**src/inc/swc_defs.svh**
```systemverilog
// Constants for the sleep, wake and clock fail control block.
// Assumes inclusion by bare name from the design and bench files.
`ifndef SWC_DEFS_SVH
`define SWC_DEFS_SVH
`define SWC_SRC_PRIMARY 2'h0
`define SWC_SRC_FAILSAFE 2'h2
`define SWC_FCM_DIV 64
`define SWC_OST_CYCLES 1024
`define SWC_IRQ_VECTOR 13'h0004
`define SWC_ADDR_CTRL 4'h0
`define SWC_ADDR_STATUS 4'h1
`define SWC_ADDR_IRQEN 4'h2
`define SWC_ADDR_IRQFL 4'h3
`define SWC_ADDR_OSC 4'h4
`define SWC_ADDR_PORT 4'h5
`define SWC_NUM_IRQ 12
`define SWC_BIT_PD 0
`define SWC_BIT_TO 1
`define SWC_BIT_PRIMARY_CLOCK_RUNNING_FLAG 2
`define SWC_BIT_OSF 3
`define SWC_BIT_FS 4
`define SWC_BIT_SLEEP 5
`define SWC_CTRL_WDT_EN 0
`define SWC_CTRL_GIE 1
`endif

```
**src/inc/swc_pkg.sv**
```systemverilog
// Types shared by the sleep and wake control files.
// Assumes swc_defs.svh is on the include path.
package swc_pkg;
  // Primary oscillator modes
  typedef enum logic [2:0] {
    SWC_MODE_EXT_CLK = 3'h0,
    SWC_MODE_RC = 3'h1,
    SWC_MODE_SLOW_INT = 3'h2,
    SWC_MODE_LP_XTAL = 3'h3,
    SWC_MODE_STD_XTAL = 3'h4,
    SWC_MODE_HS_XTAL = 3'h5
  } swc_osc_mode_t;
  // Power states, Gray along run, sleep, wake
  typedef enum logic [1:0] {
    SWC_ST_RUN = 2'h0,
    SWC_ST_SLEEP = 2'h1,
    SWC_ST_WAKE = 2'h3
  } swc_state_t;
  typedef struct packed {
    logic master_clear;
    logic wdt_expire;
    logic ext_pin;
    logic port_change;
  } swc_wake_src_t;
  // Core to block instruction strobes
  typedef struct packed {
    logic sleep_instr;
    logic wdt_clear_instr;
  } swc_core_req_t;
endpackage : swc_pkg

```
**src/design/swc_fail_monitor.sv**
```systemverilog
// Clock fail monitor: slow oscillator divide, latch and check.
// Assumes the slow oscillator and system clock edges are synchronous pulses.
`timescale 1ns/10ps
`include "swc_defs.svh"
module swc_fail_monitor import swc_pkg::*; #(
  parameter int DIV = `SWC_FCM_DIV
) (
  // Clock and reset
  input wire logic clk_i,
  input wire logic reset_i,
  // Control
  input wire logic enable_i,
  input wire logic slow_tick_i,
  input wire logic sys_fall_i,
  // Result
  output logic fail_o
);
  initial begin
    if (DIV < 2) $error("DIV must be at least 2");
  end
  localparam int W = $clog2(DIV);
  logic [W-1:0] div_cnt;
  logic latch_set;
  logic sample_rise;
  logic sample_fall;
  wire [W-1:0] half = W'(DIV / 2);
  wire [W-1:0] last = W'(DIV - 1);
  // Sample clock: slow oscillator divided by DIV
  assign sample_rise = slow_tick_i && div_cnt == last;
  assign sample_fall = slow_tick_i && div_cnt == half - W'(1);
  assign fail_o = enable_i && sample_fall && !latch_set && !sys_fall_i;
  always_ff @(posedge clk_i) begin
    if (reset_i || !enable_i) begin
      div_cnt <= '0;
    end else if (slow_tick_i) begin
      div_cnt <= (div_cnt == last) ? '0 : div_cnt + W'(1);
    end
  end
  // Set wins over clear so a same-cycle edge is kept
  always_ff @(posedge clk_i) begin
    if (reset_i || !enable_i) begin
      latch_set <= 1'b1;
    end else if (sys_fall_i) begin
      latch_set <= 1'b1;
    end else if (sample_rise) begin
      latch_set <= 1'b0;
    end
  end
  a_latch_clear_rise: assert property (@(posedge clk_i) disable iff (reset_i)
    enable_i && sample_rise && !sys_fall_i |=> !latch_set)
    else $error("latch not cleared by sample rise");
endmodule : swc_fail_monitor

```
**src/design/swc_sleep_ctrl.sv**
```systemverilog
// Sleep entry, wake-up and fail-safe clock control.
// Assumes slow_tick_i, sys_fall_i, primary_tick_i are clk_i-domain pulses;
// pins and wake sources are asynchronous and synchronised here.
//
// What this block does
// - Clock failure forces clock source field to 10, resetting enabled watchdog.
// - Non-crystal primary modes start monitoring right after reset or wake.
// - Crystal modes run internally until start-up timer ends, then monitor.
// - Crystal failing during start-up timer is not flagged.
// - Sleep ends fail-safe; next wake retries crystal without new flag.
// - Software clock source change clears fail-safe and releases watchdog counter.
// - Sleep clears watchdog, clears power-down, sets expiry flag, stops driver.
// - Ports hold their drive state during sleep.
// - Wake on master clear, watchdog, pin, port change, peripheral interrupt.
// - Master clear in sleep resets; others resume execution.
// - Power-down set at power-up; expiry cleared on watchdog wake.
// - Only listed peripheral interrupts can wake the device.
// - Clocked peripherals raise no interrupts in sleep.
// - Sleep instruction prefetches next program counter location.
// - Enabled source wakes regardless of global enable.
// - After wake run next instruction, then vector if global enable.
// - Pending enabled interrupt makes sleep a no-operation.
// - Interrupt during or after sleep completes sleep then wakes.
// - Monitor sample clock is slow oscillator divided by 64.
// - Failure raises fail interrupt and switches to internal oscillator.
// - Start-up timer counts 1024 primary cycles before stable.
// - Latch cleared on sample rise, set on system fall; fail if still clear.
`timescale 1ns/10ps
`include "swc_defs.svh"
module swc_sleep_ctrl import swc_pkg::*; #(
  parameter int NUM_IRQ = `SWC_NUM_IRQ,
  parameter int OST_CYCLES = `SWC_OST_CYCLES,
  parameter int PC_W = 13,
  parameter int PORT_W = 16
) (
  // Clock and reset
  input wire logic clk_i,
  input wire logic reset_i,
  // Register port
  input wire logic [3:0] reg_addr_i,
  input wire logic [15:0] reg_wdata_i,
  input wire logic reg_write_i,
  input wire logic reg_read_i,
  output logic [15:0] reg_rdata_o,
  // Core
  input wire swc_core_req_t core_req_i,
  input wire logic [PC_W-1:0] pc_i,
  output logic [PC_W-1:0] prefetch_pc_o,
  output logic prefetch_o,
  output logic core_halt_o,
  output logic resume_o,
  output logic vector_o,
  output logic [PC_W-1:0] vector_pc_o,
  output logic device_reset_o,
  // Wake sources, asynchronous
  input wire swc_wake_src_t wake_src_i,
  input wire logic [NUM_IRQ-1:0] periph_irq_i,
  input wire logic [NUM_IRQ-1:0] sleep_capable_i,
  // Oscillator
  input wire swc_osc_mode_t osc_mode_i,
  input wire logic fcm_enable_i,
  input wire logic slow_tick_i,
  input wire logic sys_fall_i,
  input wire logic primary_tick_i,
  output logic [1:0] clock_source_bits_o,
  output logic osc_driver_on_o,
  output logic use_internal_osc_o,
  output logic watchdog_reset_o,
  output logic watchdog_counter_release_o,
  output logic osc_fail_irq_o,
  // Ports
  input wire logic [PORT_W-1:0] port_drive_i,
  input wire logic [PORT_W-1:0] port_oe_n_i,
  output logic [PORT_W-1:0] port_drive_o,
  output logic [PORT_W-1:0] port_oe_n_o
);
  initial begin
    if (NUM_IRQ < 1 || NUM_IRQ > 16) $error("NUM_IRQ must be 1..16");
    if (OST_CYCLES < 2) $error("OST_CYCLES must be at least 2");
  end
  localparam int OW = $clog2(OST_CYCLES + 1);

  // ----------------------------------------
  // Input synchronisers
  // ----------------------------------------
  logic [3:0] src_s1, src_s2;
  logic [NUM_IRQ-1:0] irq_s1, irq_s2;
  always_ff @(posedge clk_i) begin
    src_s1 <= wake_src_i;
    src_s2 <= src_s1;
    irq_s1 <= periph_irq_i;
    irq_s2 <= irq_s1;
  end
  swc_wake_src_t src;
  assign src = swc_wake_src_t'(src_s2);

  // ----------------------------------------
  // State
  // ----------------------------------------
  swc_state_t state, next_state;
  logic power_down_flag, watchdog_expiry_flag;
  logic primary_clock_running_flag, osc_fail_flag, fail_safe;
  logic wdt_en, global_irq_enable;
  logic [NUM_IRQ-1:0] irq_en, irq_flag;
  logic [1:0] clock_source_bits;
  logic [OW-1:0] ost_cnt;
  logic [PORT_W-1:0] held_drive, held_oe_n;
  logic vector_pend;
  logic wake_reset_pend;

  function automatic logic is_crystal(input swc_osc_mode_t m);
    return m == SWC_MODE_LP_XTAL || m == SWC_MODE_STD_XTAL || m == SWC_MODE_HS_XTAL;
  endfunction : is_crystal

  // ----------------------------------------
  // Decode
  // ----------------------------------------
  wire crystal = is_crystal(osc_mode_i);
  wire in_sleep = state == SWC_ST_SLEEP;
  wire wr_ctrl = reg_write_i && reg_addr_i == `SWC_ADDR_CTRL;
  wire wr_irqen = reg_write_i && reg_addr_i == `SWC_ADDR_IRQEN;
  wire wr_irqfl = reg_write_i && reg_addr_i == `SWC_ADDR_IRQFL;
  wire wr_osc = reg_write_i && reg_addr_i == `SWC_ADDR_OSC;
  wire src_change = wr_osc && reg_wdata_i[1:0] != clock_source_bits;
  // Clocked peripherals are masked out while asleep
  wire [NUM_IRQ-1:0] live_irq = in_sleep ? (irq_s2 & sleep_capable_i) : irq_s2;
  wire irq_pending = |(irq_flag & irq_en);
  wire wdt_wake = src.wdt_expire && wdt_en;
  wire wake_req = src.master_clear || wdt_wake || src.ext_pin || src.port_change
                  || irq_pending;
  wire sleep_exec = core_req_i.sleep_instr && state == SWC_ST_RUN && !irq_pending;
  wire ost_done = ost_cnt == OW'(OST_CYCLES);
  wire monitor_on = fcm_enable_i && state == SWC_ST_RUN && !fail_safe
                    && (!crystal || ost_done);
  logic fail_det;

  swc_fail_monitor #(
    .DIV(`SWC_FCM_DIV)
  ) u_monitor (
    .clk_i(clk_i),
    .reset_i(reset_i),
    .enable_i(monitor_on),
    .slow_tick_i(slow_tick_i),
    .sys_fall_i(sys_fall_i),
    .fail_o(fail_det)
  );

  // ----------------------------------------
  // Power state machine
  // ----------------------------------------
  always_comb begin
    next_state = state;
    unique case (state)
      SWC_ST_RUN: if (sleep_exec) next_state = SWC_ST_SLEEP;
      SWC_ST_SLEEP: if (wake_req) next_state = SWC_ST_WAKE;
      SWC_ST_WAKE: next_state = SWC_ST_RUN;
      default: next_state = SWC_ST_RUN;
    endcase
  end
  always_ff @(posedge clk_i) begin
    if (reset_i) state <= SWC_ST_RUN;
    else state <= next_state;
  end

  // ----------------------------------------
  // Flags
  // ----------------------------------------
  always_ff @(posedge clk_i) begin
    if (reset_i) begin
      power_down_flag <= 1'b1;
      watchdog_expiry_flag <= 1'b1;
    end else if (sleep_exec) begin
      power_down_flag <= 1'b0;
      watchdog_expiry_flag <= 1'b1;
    end else if (in_sleep && wdt_wake) begin
      watchdog_expiry_flag <= 1'b0;
    end else if (core_req_i.wdt_clear_instr) begin
      power_down_flag <= 1'b1;
      watchdog_expiry_flag <= 1'b1;
    end
  end

  // Hardware set wins over software clear
  always_ff @(posedge clk_i) begin
    if (reset_i) irq_flag <= '0;
    else irq_flag <= (wr_irqfl ? (irq_flag & reg_wdata_i[NUM_IRQ-1:0]) : irq_flag) | live_irq;
  end

  always_ff @(posedge clk_i) begin
    if (reset_i) begin
      wdt_en <= 1'b0;
      global_irq_enable <= 1'b0;
      irq_en <= '0;
    end else begin
      if (wr_ctrl) wdt_en <= reg_wdata_i[`SWC_CTRL_WDT_EN];
      if (wr_ctrl) global_irq_enable <= reg_wdata_i[`SWC_CTRL_GIE];
      if (wr_irqen) irq_en <= reg_wdata_i[NUM_IRQ-1:0];
    end
  end

  // ----------------------------------------
  // Clock source and fail-safe
  // ----------------------------------------
  always_ff @(posedge clk_i) begin
    if (reset_i) begin
      clock_source_bits <= `SWC_SRC_PRIMARY;
      fail_safe <= 1'b0;
      osc_fail_flag <= 1'b0;
    end else begin
      if (fail_det) begin
        clock_source_bits <= `SWC_SRC_FAILSAFE;
        fail_safe <= 1'b1;
      end else begin
        // Sleep and a source change may land together; either ends fail-safe
        if (wr_osc) clock_source_bits <= reg_wdata_i[1:0];
        if (src_change) fail_safe <= 1'b0;
        if (sleep_exec) fail_safe <= 1'b0;
      end
      if (fail_det) osc_fail_flag <= 1'b1;
      else if (wr_osc && reg_wdata_i[`SWC_BIT_OSF]) osc_fail_flag <= 1'b0;
    end
  end

  // Start-up timer restarts on each wake; sleep aborts it
  always_ff @(posedge clk_i) begin
    if (reset_i || state != SWC_ST_RUN || !crystal) ost_cnt <= '0;
    else if (primary_tick_i && !ost_done) ost_cnt <= ost_cnt + OW'(1);
  end
  assign primary_clock_running_flag = crystal ? ost_done : 1'b1;

  // ----------------------------------------
  // Core sequencing and ports
  // ----------------------------------------
  always_ff @(posedge clk_i) begin
    if (reset_i) begin
      prefetch_o <= 1'b0;
      prefetch_pc_o <= '0;
      vector_pend <= 1'b0;
      wake_reset_pend <= 1'b0;
      held_drive <= '0;
      held_oe_n <= '1;
    end else begin
      prefetch_o <= core_req_i.sleep_instr;
      if (core_req_i.sleep_instr) prefetch_pc_o <= pc_i + PC_W'(1);
      if (sleep_exec) begin
        held_drive <= port_drive_i;
        held_oe_n <= port_oe_n_i;
      end
      wake_reset_pend <= in_sleep && wake_req && src.master_clear;
      vector_pend <= in_sleep && wake_req && !src.master_clear && irq_pending
                     && global_irq_enable;
    end
  end
  assign core_halt_o = state != SWC_ST_RUN;
  assign device_reset_o = wake_reset_pend;
  assign resume_o = state == SWC_ST_WAKE && !wake_reset_pend;
  assign vector_o = vector_pend && state == SWC_ST_WAKE;
  assign vector_pc_o = PC_W'(`SWC_IRQ_VECTOR);
  assign port_drive_o = in_sleep ? held_drive : port_drive_i;
  assign port_oe_n_o = in_sleep ? held_oe_n : port_oe_n_i;
  assign clock_source_bits_o = clock_source_bits;
  assign osc_driver_on_o = !in_sleep;
  assign use_internal_osc_o = fail_safe || (crystal && !ost_done);
  // Every watchdog clear source merges into one pulse
  assign watchdog_reset_o = sleep_exec || (fail_det && wdt_en)
                            || core_req_i.wdt_clear_instr;
  assign watchdog_counter_release_o = src_change;
  assign osc_fail_irq_o = osc_fail_flag;

  // ----------------------------------------
  // Register read
  // ----------------------------------------
  logic [15:0] status_word, rd_mux;
  always_comb begin
    status_word = '0;
    status_word[`SWC_BIT_PD] = power_down_flag;
    status_word[`SWC_BIT_TO] = watchdog_expiry_flag;
    status_word[`SWC_BIT_PRIMARY_CLOCK_RUNNING_FLAG] = primary_clock_running_flag;
    status_word[`SWC_BIT_OSF] = osc_fail_flag;
    status_word[`SWC_BIT_FS] = fail_safe;
    status_word[`SWC_BIT_SLEEP] = in_sleep;
    rd_mux = '0;
    unique case (reg_addr_i)
      `SWC_ADDR_CTRL: rd_mux = {14'h0000, global_irq_enable, wdt_en};
      `SWC_ADDR_STATUS: rd_mux = status_word;
      `SWC_ADDR_IRQEN: rd_mux[NUM_IRQ-1:0] = irq_en;
      `SWC_ADDR_IRQFL: rd_mux[NUM_IRQ-1:0] = irq_flag;
      `SWC_ADDR_OSC: rd_mux[1:0] = clock_source_bits;
      default: rd_mux = '0;
    endcase
  end
  always_ff @(posedge clk_i) begin
    if (reset_i) reg_rdata_o <= '0;
    else if (reg_read_i) reg_rdata_o <= rd_mux;
    else reg_rdata_o <= '0;
  end

  // ----------------------------------------
  // Checks
  // ----------------------------------------
  a_fail_forces_src: assert property (@(posedge clk_i) disable iff (reset_i)
    fail_det |=> clock_source_bits == `SWC_SRC_FAILSAFE && fail_safe)
    else $error("failure did not force source");
  a_sleep_flags: assert property (@(posedge clk_i) disable iff (reset_i)
    sleep_exec |=> !power_down_flag && watchdog_expiry_flag && !osc_driver_on_o)
    else $error("sleep flag update wrong");
  a_noop_sleep: assert property (@(posedge clk_i) disable iff (reset_i)
    core_req_i.sleep_instr && irq_pending && state == SWC_ST_RUN |=> state == SWC_ST_RUN
      && $stable(power_down_flag))
    else $error("pending irq sleep not a no-op");
  a_wake_one_cycle: assert property (@(posedge clk_i) disable iff (reset_i)
    in_sleep && wake_req |=> state == SWC_ST_WAKE ##1 state == SWC_ST_RUN)
    else $error("wake sequence wrong");
  a_no_monitor_ost: assert property (@(posedge clk_i) disable iff (reset_i)
    crystal && !ost_done && !osc_fail_flag |=> !osc_fail_flag)
    else $error("failure flagged during start-up");
  a_clear_resets: assert property (@(posedge clk_i) disable iff (reset_i)
    in_sleep && src.master_clear |=> device_reset_o && !resume_o)
    else $error("master clear wake did not reset");
  a_ports_held: assert property (@(posedge clk_i) disable iff (reset_i)
    in_sleep && $past(in_sleep) |-> $stable(port_drive_o) && $stable(port_oe_n_o))
    else $error("ports moved in sleep");
  a_sleep_ends_fs: assert property (@(posedge clk_i) disable iff (reset_i)
    sleep_exec && !fail_det |=> !fail_safe)
    else $error("sleep kept fail-safe");
  a_switch_clears_fs: assert property (@(posedge clk_i) disable iff (reset_i)
    src_change && !fail_det |=> !fail_safe)
    else $error("clock switch kept fail-safe");
  a_wdt_wake_flag: assert property (@(posedge clk_i) disable iff (reset_i)
    in_sleep && wdt_wake && !sleep_exec |=> !watchdog_expiry_flag)
    else $error("expiry flag not cleared");
endmodule : swc_sleep_ctrl

```
**config.mk**
```make
export PLATFORM = sky130hd
export DESIGN_NAME = swc_sleep_ctrl
export DESIGN_NICKNAME = d
export VERILOG_FILES = /design/src/inc/swc_pkg.sv /design/src/design/swc_fail_monitor.sv /design/src/design/swc_sleep_ctrl.sv
export VERILOG_INCLUDE_DIRS = /design/src /design/src/inc
export SDC_FILE = /design/constraint.sdc
export NUM_CORES = 1
export LEC_CHECK = 0
export ABC_AREA = 1
export BUFFER_PORTS_ARGS = -buffer_cell sky130_fd_sc_hd__buf_2
export CAP_MARGIN = 30
export CELL_PAD_IN_SITES_DETAIL_PLACEMENT = 1
export CELL_PAD_IN_SITES_GLOBAL_PLACEMENT = 1
export CORE_MARGIN = 2
export CORE_UTILIZATION = 39
export DETAILED_ROUTE_END_ITERATION = 8
export PLACE_DENSITY = 0.85
export REMOVE_ABC_BUFFERS = 1
export SYNTH_ARGS = -nofsm -noshare
export SYNTH_HDL_FRONTEND = slang
export SYNTH_SLANG_ARGS = --single-unit
```
**constraint.sdc**
```tcl
create_clock -name clk_i -period 2.7 [get_ports clk_i]
set_input_delay 0.54 -clock clk_i [delete_from_list [all_inputs] [get_ports clk_i]]
set_output_delay 0.54 -clock clk_i [all_outputs]
set_load 0.02 [all_outputs]
```
Yosys cells after proc, flatten, opt, wreduce, memory -nomap -nowiden --
Cells that the tools add are included.
Storage, ports and cells: flip-flop bits (word level) 148, input port bits 106, output and inout port bits 86, word-level logic and storage cells 138
Operators by class: add/sub/neg operators 3, equal/unequal tests 16, mux-type cells 22, bitwise gates (word level) 5, reductions and logical operators 66
Operators by type and width (number):
- bitwise AND 12 bit | 3
- two-way mux 16 bit | 2
- one-hot mux 10 bit (3 select lines) | 1
- logical AND 1 bit | 28
- two-way mux 12 bit | 2
- adder 13 x 1 -> 13 bit (second input constant) | 1
- logical OR 1 bit | 13
- bitwise OR 12 bit | 1
- OR reduction 12 bit | 1
- adder 11 x 1 -> 11 bit (second input constant) | 1
- == test 11 bit (second input constant) | 1
- logical NOT 1 bit | 10
- two-way mux 1 bit | 10
- one-hot mux 2 bit (5 select lines) | 1
- nonzero test 2 bit | 5
- == test 4 x 2 -> 1 bit (second input constant) | 2
- two-way mux 2 bit | 4
- OR reduction 2 bit | 4
- adder 6 x 1 -> 6 bit (second input constant) | 1
- == test 3 bit (second input constant) | 2
- == test 6 x 5 -> 1 bit (second input constant) | 1
- == test 6 bit (second input constant) | 1
- two-way mux 6 bit | 1
- == test 4 x 1 -> 1 bit (second input constant) | 1
- 13 further kinds | 15

Depth between registers and ports, before layout --
Gate-level depths: netlist (run 1).
word-level depth 12, depth in mapped cells 10, depth with buffers taken out 10

By module --
Synthesis (run 1) repeated with hierarchy kept, for this count alone.
Second synthesis, totals: cell total of the unflattened synthesis 884, area total of the unflattened synthesis 6276.0 µm²
Modules (own cells, without submodules):
- swc_sleep_ctrl | times used 1, cells each 837, area each 5916.9 µm², sequential area each 2742.6 µm²
- swc_fail_monitor | times used 1, cells each 47, area each 359.1 µm², sequential area each 140.1 µm²

Least setup slack after synthesis (run 1) --
OpenSTA, ideal clock, no wires.
kind register -> output, start register ost_cnt[0], end output port watchdog_reset_o, arrival 1465 ps, required time 2160 ps, path slack 695 ps, stages on the path, launching flop included 9, path buffers 0, cell sequence dfxtp_1 inv_1 ha_1 nand2_1 nor2_1 nand2_1 nand2_1 nand4_1 o21ai_0
On the way: word-level cells in the longest chain between the ends 9
RTL lines:
- from (decl) | line swc_sleep_ctrl.sv:106 | logic [OW-1:0] ost_cnt;
- from (signal assigned) | line swc_sleep_ctrl.sv:227 | else if (primary_tick_i && !ost_done) ost_cnt <= ost_cnt + OW'(1);
- == test 11 bit | line swc_sleep_ctrl.sv:132 | wire ost_done = ost_cnt == OW'(OST_CYCLES);
- logical OR 1 bit | line swc_sleep_ctrl.sv:134 | && (!crystal || ost_done);
- logical AND 1 bit | line swc_sleep_ctrl.sv:134
- logical AND 1 bit (3 in a row) | line swc_fail_monitor.sv:31 | assign fail_o = enable_i && sample_fall && !latch_set && !sys_fall_i;
- logical AND 1 bit | line swc_sleep_ctrl.sv:265 | assign watchdog_reset_o = sleep_exec || (fail_det && wdt_en)
- logical OR 1 bit | line swc_sleep_ctrl.sv:265
- logical OR 1 bit | line swc_sleep_ctrl.sv:266 | || core_req_i.wdt_clear_instr;
- to (decl) | line swc_sleep_ctrl.sv:68 | output logic watchdog_reset_o,
No other way between the ends.

Worst setup path in the final report (run 1) --
Same ends and word-level chain as after synthesis.

==> results.md, run 1 <==
- #FFs+latches synth: 144
- Layout Cells excl Fill: approximately 1300
- Cell Pwr Density: between 700 and 800 nW/um2
- Sum Neg Setup Slack: 0 ns
- DRT Pass-1 Iters: 4
- Initial Utilization: 39.6%
- Register Area: about 2900 um2
- Initial antenna violation count: 3
- Die area: roughly 17000 um2
- Final setup fails: 0
- Die Wd: 131 um
- Cell Rows: 46
- Layout cells sized above 1: 23.7%
- Ports: ~190
- CTS Sinks: approximately 140
- Slowest cell on crit path: dfxtp_1
- Path depth of the worst reg2reg path: 9
- Worst Path Required: 2.16 ns
- Total CTS buffers: 17
- Static Leak: ~3.8 nW
- Vias in the first global route: 6178
- Critical path cell sequence: inv_1 > ha_1 > nand2_1 > nor2_1 > nand2_1 > nand2_2 > nand4_1 > o21ai_1 > buf_2
- Max-cap violations: 0
- RSZ-0062 raised after global routing: no
- Clock Power Share: a little over two fifths
- Layout filler cell count: about 2100
- Delay-heaviest family, CP: simple AND/OR/NAND/NOR gates
- Largest net degree at the start of global routing: 40
- Multi-input logic area: ~2800 um2
- Crit share post-route: a little over nine tenths
- Ys Warns: 0
- Sw Share: between 20% and 30%
- Clock-pin slew on the worst setup and hold paths: ~0.06 ns
- Post-synth cell types: 35
- RePlAce Congestion: 0.793
- Inst Count DP: 1234
- Initial drt markers: about 180
- Worst Hold Depth: 1
- CTS Hold Bufs: 0
- Root buf cell: clkbuf_16
- Port Buffers: 170
- Worst hold start: periph_irq_i[5]
- Psw: 1.58 mW
- Crit. path cell count: 9
- Detail Placement HPWL: 13800 um
- Synth Flop Type: dfxtp_1
- Worst EP arrival: 2.00 ns
- Seq/Total Area, Yosys: a little under half
- Cell mode on critical path: nand2_1
- Area grow syn2layout: 25.2%
- Crit end category: output pin
- # DRC: 0
- Peak VDD IR: slightly below 500 uV
- Crit Path Max Fanout: 6
- Clk buf depth: 2
- DR vias: ~6200
- Synthesized area per cell: just over 7 um2
- Die height: about 130 um
- Nets@finish: between 1000 and 1500
- Clock skew: 0.00996 ns
- Global-route wire length before repair: 29500 um
- Gate power share: ~16%
- Mapped cell area: approximately 6300 um2
- Critical Path Start: ost_cnt[0]$_SDFFE_PP0P_
- Post-layout minimum cycle time: about 2.5 ns
- Routed Antenna Nets: 0
- Internal power: roughly 3.9 mW
- Mapped Cells: 872
- CORE AREA: roughly 16000 um2
- Total track usage: about 22%
- Outcome: finished clean
- H-tree depth: 4
- Worst hold path type: input port to flop
- Crit Path Category: flop to output pin
- Worst skew pair latency: 0.43 ns
- CP Buf/Inv Count: 2
- Per-cell routed wire length: about 15 um
- Post-synth ARST share: 0%
- Max Slew Vio Count: 0
- Reg-to-Reg Start: ost_cnt[0]$_SDFFE_PP0P_
- Routed wire length: 19000 um
- Reg power frac: ~42%
- Vias per inst: about 4.8
- CP Launch Type: flop
- Number of flops mapped to enable cells by yosys: 0
- Fmax: ~390 MHz
- CP peak stage delay: 0.37 ns
- GRT overflow: 0
- Hold Violations, Final: 0
- CTS tree: done
area by class of cell:
| class | count | share of cell area [%] |
|---|---|---|
| Inverter | 90 | 4.35 |
| Clock buffer | 19 | 5.64 |
| Tap cell | 216 | 3.44 |
| Timing Repair Buffer | 182 | 12.0 |
| Antenna cell | 5 | 0.159 |
| Multi-Input combinational cell | 603 | 35.9 |
| Clock inverter | 13 | 1.75 |
| Sequential cell | 144 | 36.7 |
repair_timing:
action	4_1_cts	5_1_grt
resized for setup	0	5
buffers inserted	0	1
endpoints found under the setup margin	0	29
worst paths after layout:
| kind | slack [ns] | end |
|---|---|---|
| worst max-delay path | 0.16 | watchdog_reset_o |
| worst min-delay path | 0.21 | irq_s1[5]$_DFF_P_ |
| worst max register to register | 0.65 | ost_cnt[2]$_SDFFE_PP0P_ |
| worst min register to register | 0.33 | irq_s2[8]$_DFF_P_ |
power by group through the flow:
| stage | logic, mW | registers [mW] | clock network, mW |
|---|---|---|---|
| floorplan | 0.502 | 2.37 | 0 |
| global placement | 0.848 | 2.36 | 0 |
| detailed placement | 0.868 | 2.36 | 0 |
| CTS | 0.874 | 2.32 | 2.37 |
| global route | 0.966 | 2.33 | 2.47 |
| finish | 0.868 | 2.32 | 2.31 |
registers in the layout, indices dropped and copies added (netlist names), 2 cells and up:
signal / flops
clock_source_bits_o: 2
held_drive: 16
held_oe_n: 16
irq_en: 12
irq_flag: 12
irq_s1: 12
irq_s2: 12
ost_cnt: 11
prefetch_pc_o: 13
reg_rdata_o: 12
src: 4
src_s1: 4
state: 2
u_monitor.div_cnt: 6
worst register-to-register path: stages, from the launching register on:
cell	delay [ns]
dfxtp_1	0.44
inv_1	0.12
ha_1	0.21
nand2_1	0.06
nor2_1	0.04
nand2_1	0.10
nand2_1	0.29
inv_1	0.39
o21ai_0	0.17
a21oi_1	0.14
per-layer routing:
metal | routed length, um | global-route usage (%) | up-vias | share of wire, %
met4 | 532 | 9.76 | 0 | 2.8
li1 | - | - | 3061 | -
met2 | 9610 | 39.5 | 136 | 51
met1 | 7760 | 24.2 | 2916 | 41
met5 | 0 | 0 | - | 0
met3 | 1070 | 7.45 | 38 | 5.7
logic make-up after synthesis:
group,count (synthesis),synth area share (%)
buffers and inverters,140,10.2
other,2,0.120
flip-flops,144,46.0
AO/OA/AOI/OAI,136,11.2
XOR/XNOR,16,2.23
adder cells (fa/ha/maj),4,0.798
AND/OR/NAND/NOR,430,29.5
placed cells by master, fill, tap and decap left out, types with 2 or more instances in the layout:
cell	n
nand2_2	3
o21ai_1	3
buf_2	170
inv_2	4
nand3_2	2
inv_1	85
clkinv_4	3
buf_4	11
diode_2	5
clkinvlp_4	4
nor2_1	79
nand3_1	57
ha_1	4
nand2_1	242
a31oi_1	2
a21oi_1	57
clkbuf_16	17
o221ai_1	2
dfxtp_1	144
nand4_1	8
conb_1	17
o21ai_0	66
o22ai_1	4
nor3_1	10
bufinv_16	2
nor2_2	19
clkinv_2	4
xnor2_1	4
xor2_1	12
nor2_4	4
Yosys cell counts, types with 2 or more instances:
master    number  area share (%)
nand2_1      243              15
dfxtp_1      144              46
inv_1         86             5.1
nor2_1        80             4.8
o21ai_0       67             5.3
a21oi_1       57             4.5
nand3_1       57             4.5
nor2_2        19             1.9
buf_4         17             2.0
buf_2         14             1.1
clkbuf_1      14            0.84
xor2_1        12             1.7
nor3_1        10            0.80
nand4_1        8            0.80
buf_6          4            0.72
ha_1           4            0.80
inv_2          4            0.24
o22ai_1        4            0.40
xnor2_1        4            0.56
nor2_4         3            0.54
a31oi_1        2            0.20
conb_1         2            0.12
nand2_2        2            0.20
nand3_2        2            0.32
o21ai_1        2            0.16
o221ai_1       2            0.28
stage by stage:
stage	total power [mW]	utilization [%]	setup WS, ns	instance area (um2)	hold slack [ns]
final	5.50	49.6	0.157	7850	0.209
after global routing	5.77	49.5	0.0609	7840	0.187
after CTS	5.56	49.4	0.00337	7820	0.194
after detailed placement	3.23	45.7	0.468	7230	0.313
after global placement	3.21	45.7	0.465	7230	0.310
after floorplan	2.87	-	-0.857	6030	0.310
Power figures use the tool's default switching activity.
==> run 2: changes to the inputs <==
Settings changed: PLACE_DENSITY 0.85 to 0.86, SYNTH_HIERARCHICAL from default to 1.
==> run 2 against run 1 <==
Effect of this change: the run now ends with setup timing left; via count is 4.8% higher; sequential cell count unchanged; area after synthesis about the same; critical endpoint unchanged; largest cell class unchanged.
==> results.md, run 2 <==
- Worst setup margin: -0.167 ns (-0.323 ns)
- CTS tree: done
- GRT overflow: 0 (unchanged)
- Largest net degree at the start of global routing: 49 (+23%)
- CP peak stage delay: 0.34 ns (-0.03 ns)
- Slack of the worst reg-to-reg path: -0.02 ns (-0.67 ns)
- Worst EP arrival: 2.33 ns (+0.33 ns)
- Worst Max-Slew Pin Slew: 0.767 ns
- Static Leak: 4.01 nW (+6.7%)
- Layout cells sized above 1: 25.8% (+2.2 points)
- Clock-pin slew on the worst setup and hold paths: 0.07 ns (about the same)
- Routed wire length: 20900 um (+10%)
- Synth Flop Type: dfxtp_1
- CTS Hold Bufs: 0 (unchanged)
- H-tree depth: 4 (unchanged)
- #FFs+latches synth: 144 (unchanged)
- Die Wd: 131 um (about the same)
- Synth area leader: dfxtp_1
- Mapped Cells: 884 (+1.4%)
- RSZ-0062 raised after global routing: yes
- Clk buf depth: 2 (unchanged)
- Area grow syn2layout: 30.2%
- Port Buffers: 170 (unchanged)
- Hold Violations, Final: 0 (unchanged)
- CTS Sinks: 144 (unchanged)
- Global-route wire length before repair: 32000 um (+8.5%)
- Initial Utilization: 39.7% (about the same)
- Seq/Total Area, Yosys: 45.9% (about the same)
- CORE AREA: 15800 um2 (unchanged)
- Worst hold path type: input port to flop
- Crit Path Category: flop to output pin
- Critical path cell sequence: inv_2 > ha_4 > nand4_1 > inv_1 > nand2_2 > nand2_2 > nand2_2 > nor2_4 > nand4_1 > nor3_2 > inv_1 > o211ai_1 > buf_4
- Post-synth cell types: 32 (-8.6%)
- R2R Path End: ost_cnt[6]$_SDFFE_PP0P_
- CP Launch Type: flop
- Relative slew slack: between 40 and 50%
- Worst Path Required: 2.16 ns (about the same)
- Synth top area share: 45.9% (about the same)
- # DRC: 0 (unchanged)
- Number of flops mapped to enable cells by yosys: 0 (unchanged)
- Max Slew Vio Count: 0 (unchanged)
- Total CTS buffers: 17 (unchanged)
- Path depth of the worst reg2reg path: 19 (+10)
- Tot Pwr: 5.60 mW (+1.9%)
- Vias in the first global route: 6610 (+7.0%)
- Mapped cell area: 6280 um2 (about the same)
- Placed cell areas: 7270 um2 (+0.55%)
- Slowest cell on crit path: dfxtp_2
- Top-count cell post-synth: nand2_1
- Routed Antenna Nets: 0 (unchanged)
- Inst Count DP: 1248 (+1.1%)
- Final setup fails: 2 (+2)
- Die height: 131 um (about the same)
- Cell mode on critical path: nand2_2
- Per-cell routed wire length: 15.9 um (+6.6%)
- Leading cell types by count after synthesis: nand2_1, dfxtp_1, inv_1
- DR vias: 6446 (+4.8%)
- Most frequent cells in the layout: nand2_1, buf_2, dfxtp_1
- Fin util: 51.6% (+2.0 points)
- Largest cells by area after synthesis: dfxtp_1, nand2_1, inv_1
- Cell Rows: 46 (unchanged)
- Layout Cells excl Fill: 1313 (+3.2%)
- Total track usage: 24.1% (+1.8 points)
- Clock skew: 0.00966 ns (-0.000301 ns)
- Die area: 17100 um2 (about the same)
- Synthesized area per cell: 7.10 um2 (-1.3%)
- Cell Pwr Density: 686 nW/um2 (-2.1%)
- Initial antenna violation count: 2 (-1)
- Failing checks: setup timing
- Vias per inst: 4.91 (+1.5%)
- Max-cap violations: 0 (unchanged)
- Worst Hold Depth: 1 (unchanged)
- Worst hold start: wake_src_i[1]
- DRT Pass-1 Iters: 5 (+1)
- Reg-to-Reg Start: ost_cnt[1]$_SDFFE_PP0P_
- Outcome: finished, violations left
- Ports: 192 (unchanged)
- RePlAce Congestion: 0.881 (+11%)
- Detail Placement HPWL: 13500 um (-2.5%)
- Layout filler cell count: 2049 (-2.1%)
- DP Worst Slack: 0.201 ns (-0.267 ns)
- Crit share post-route: 106% (+12 points)
- Largest regs: held_drive: 16 flops, held_oe_n: 16 flops, prefetch_pc_o: 13 flops
- Post-synth ARST share: 0% (unchanged)
- Post-route cell area: 8170 um2 (+4.1%)
- Post-layout minimum cycle time: 2.87 ns (+0.323 ns)
- Peak VDD IR: 462 uV (-6.2%)
- Hold Path End: src_s1[1]$_DFF_P_
- Worst skew pair latency: 0.43 ns (about the same)
- Most common cell after layout, fill and taps aside: nand2_1
- Nets@finish: 1192 (+3.8%)
- Crit Path Max Fanout: 4 (-2)
- Root buf cell: clkbuf_16
- Initial drt markers: 283 (+55%)
- Fmax: 349 MHz (-11%)
- Crit end category: output pin
- Critical Path Start: ost_cnt[1]$_SDFFE_PP0P_
- Ys Warns: 6 (+6)
[run 2: cell count changes after synthesis, moves of 3 or more]
cell      delta
buf_2        -5
nand2_1      +4
o211ai_1     +6
buf_4        +3
buf_1        +3
nor2_2      -14
nand3_1     +10
a21oi_1      -4
nor2_1       +9
xor2_1       -4
inv_1        +7
o22ai_1      -3
[run 2: how the worst max path moves through the flow]
stage	end	slack [ns]	depth (start not counted)
after floorplan	port_drive_o[0]	-0.14	4
after global placement	watchdog_reset_o	0.24	11
after detailed placement	watchdog_reset_o	0.20	13
after CTS	watchdog_reset_o	-0.08	13
after global routing	watchdog_reset_o	-0.27	13
final	watchdog_reset_o	-0.17	13
[run 2: layer usage]
metal	part of all wire [%]	GRT usage, %
met5	0	0
met2	52	44.2
met4	1.7	8.45
met3	5.9	6.72
met1	40	26.7
[run 2: repair_timing]
| action | in CTS | in global routing |
|---|---|---|
| setup buffers | 29 | 3 |
| resized for setup | 15 | 9 |
| gates cloned | 0 | 0 |
| setup endpoints to repair | 1 | 16 |
| pin swaps | 8 | 6 |
[run 2: logic make-up after synthesis]
group,count (synthesis),synth area share [%]
compound gates,134,11.1
xor+xnor,12,1.67
fa+ha+maj,4,0.797
buf+inv,147,10.4
flops,144,45.9
other cells,2,0.120
simple gates,441,30.0
[run 2: cell type report]
class                           count  area, um2  area share [%]
Timing Repair Buffer              214       1200            14.6
Tap cell                          216        270            3.31
Multi-Input combinational cell    608       2850            34.8
Sequential cell                   144       2890            35.4
Clock inverter                     13        151            1.85
Antenna cell                        2       5.00          0.0612
Clock buffer                       19        443            5.42
Inverter                           97        367            4.49
[run 2: worst max-delay path: cells and delay by family, from the launching register on]
family                     cells  cell delay, ns
buffers and inverters          4            0.44
AOI/OAI and AO/OA              1            0.20
adders and majority gates      1            0.13
DFF                            1            0.34
and+or+nand+nor                7            0.78
[run 2: through the flow]
step | hold slack (ns) | setup TNS [ns]
final | 0.206 | -0.187
after global routing | 0.191 | -0.853
after CTS | 0.194 | -0.0793
after detailed placement | 0.313 | 0
after global placement | 0.310 | 0
after floorplan | 0.310 | -2.17
[run 2: power breakdown]
group          leakage [nW]  internal (mW)  switching (mW)
clock                 0.283           1.41           0.999
combinational          2.53          0.300           0.583
sequential             1.19           2.25          0.0640
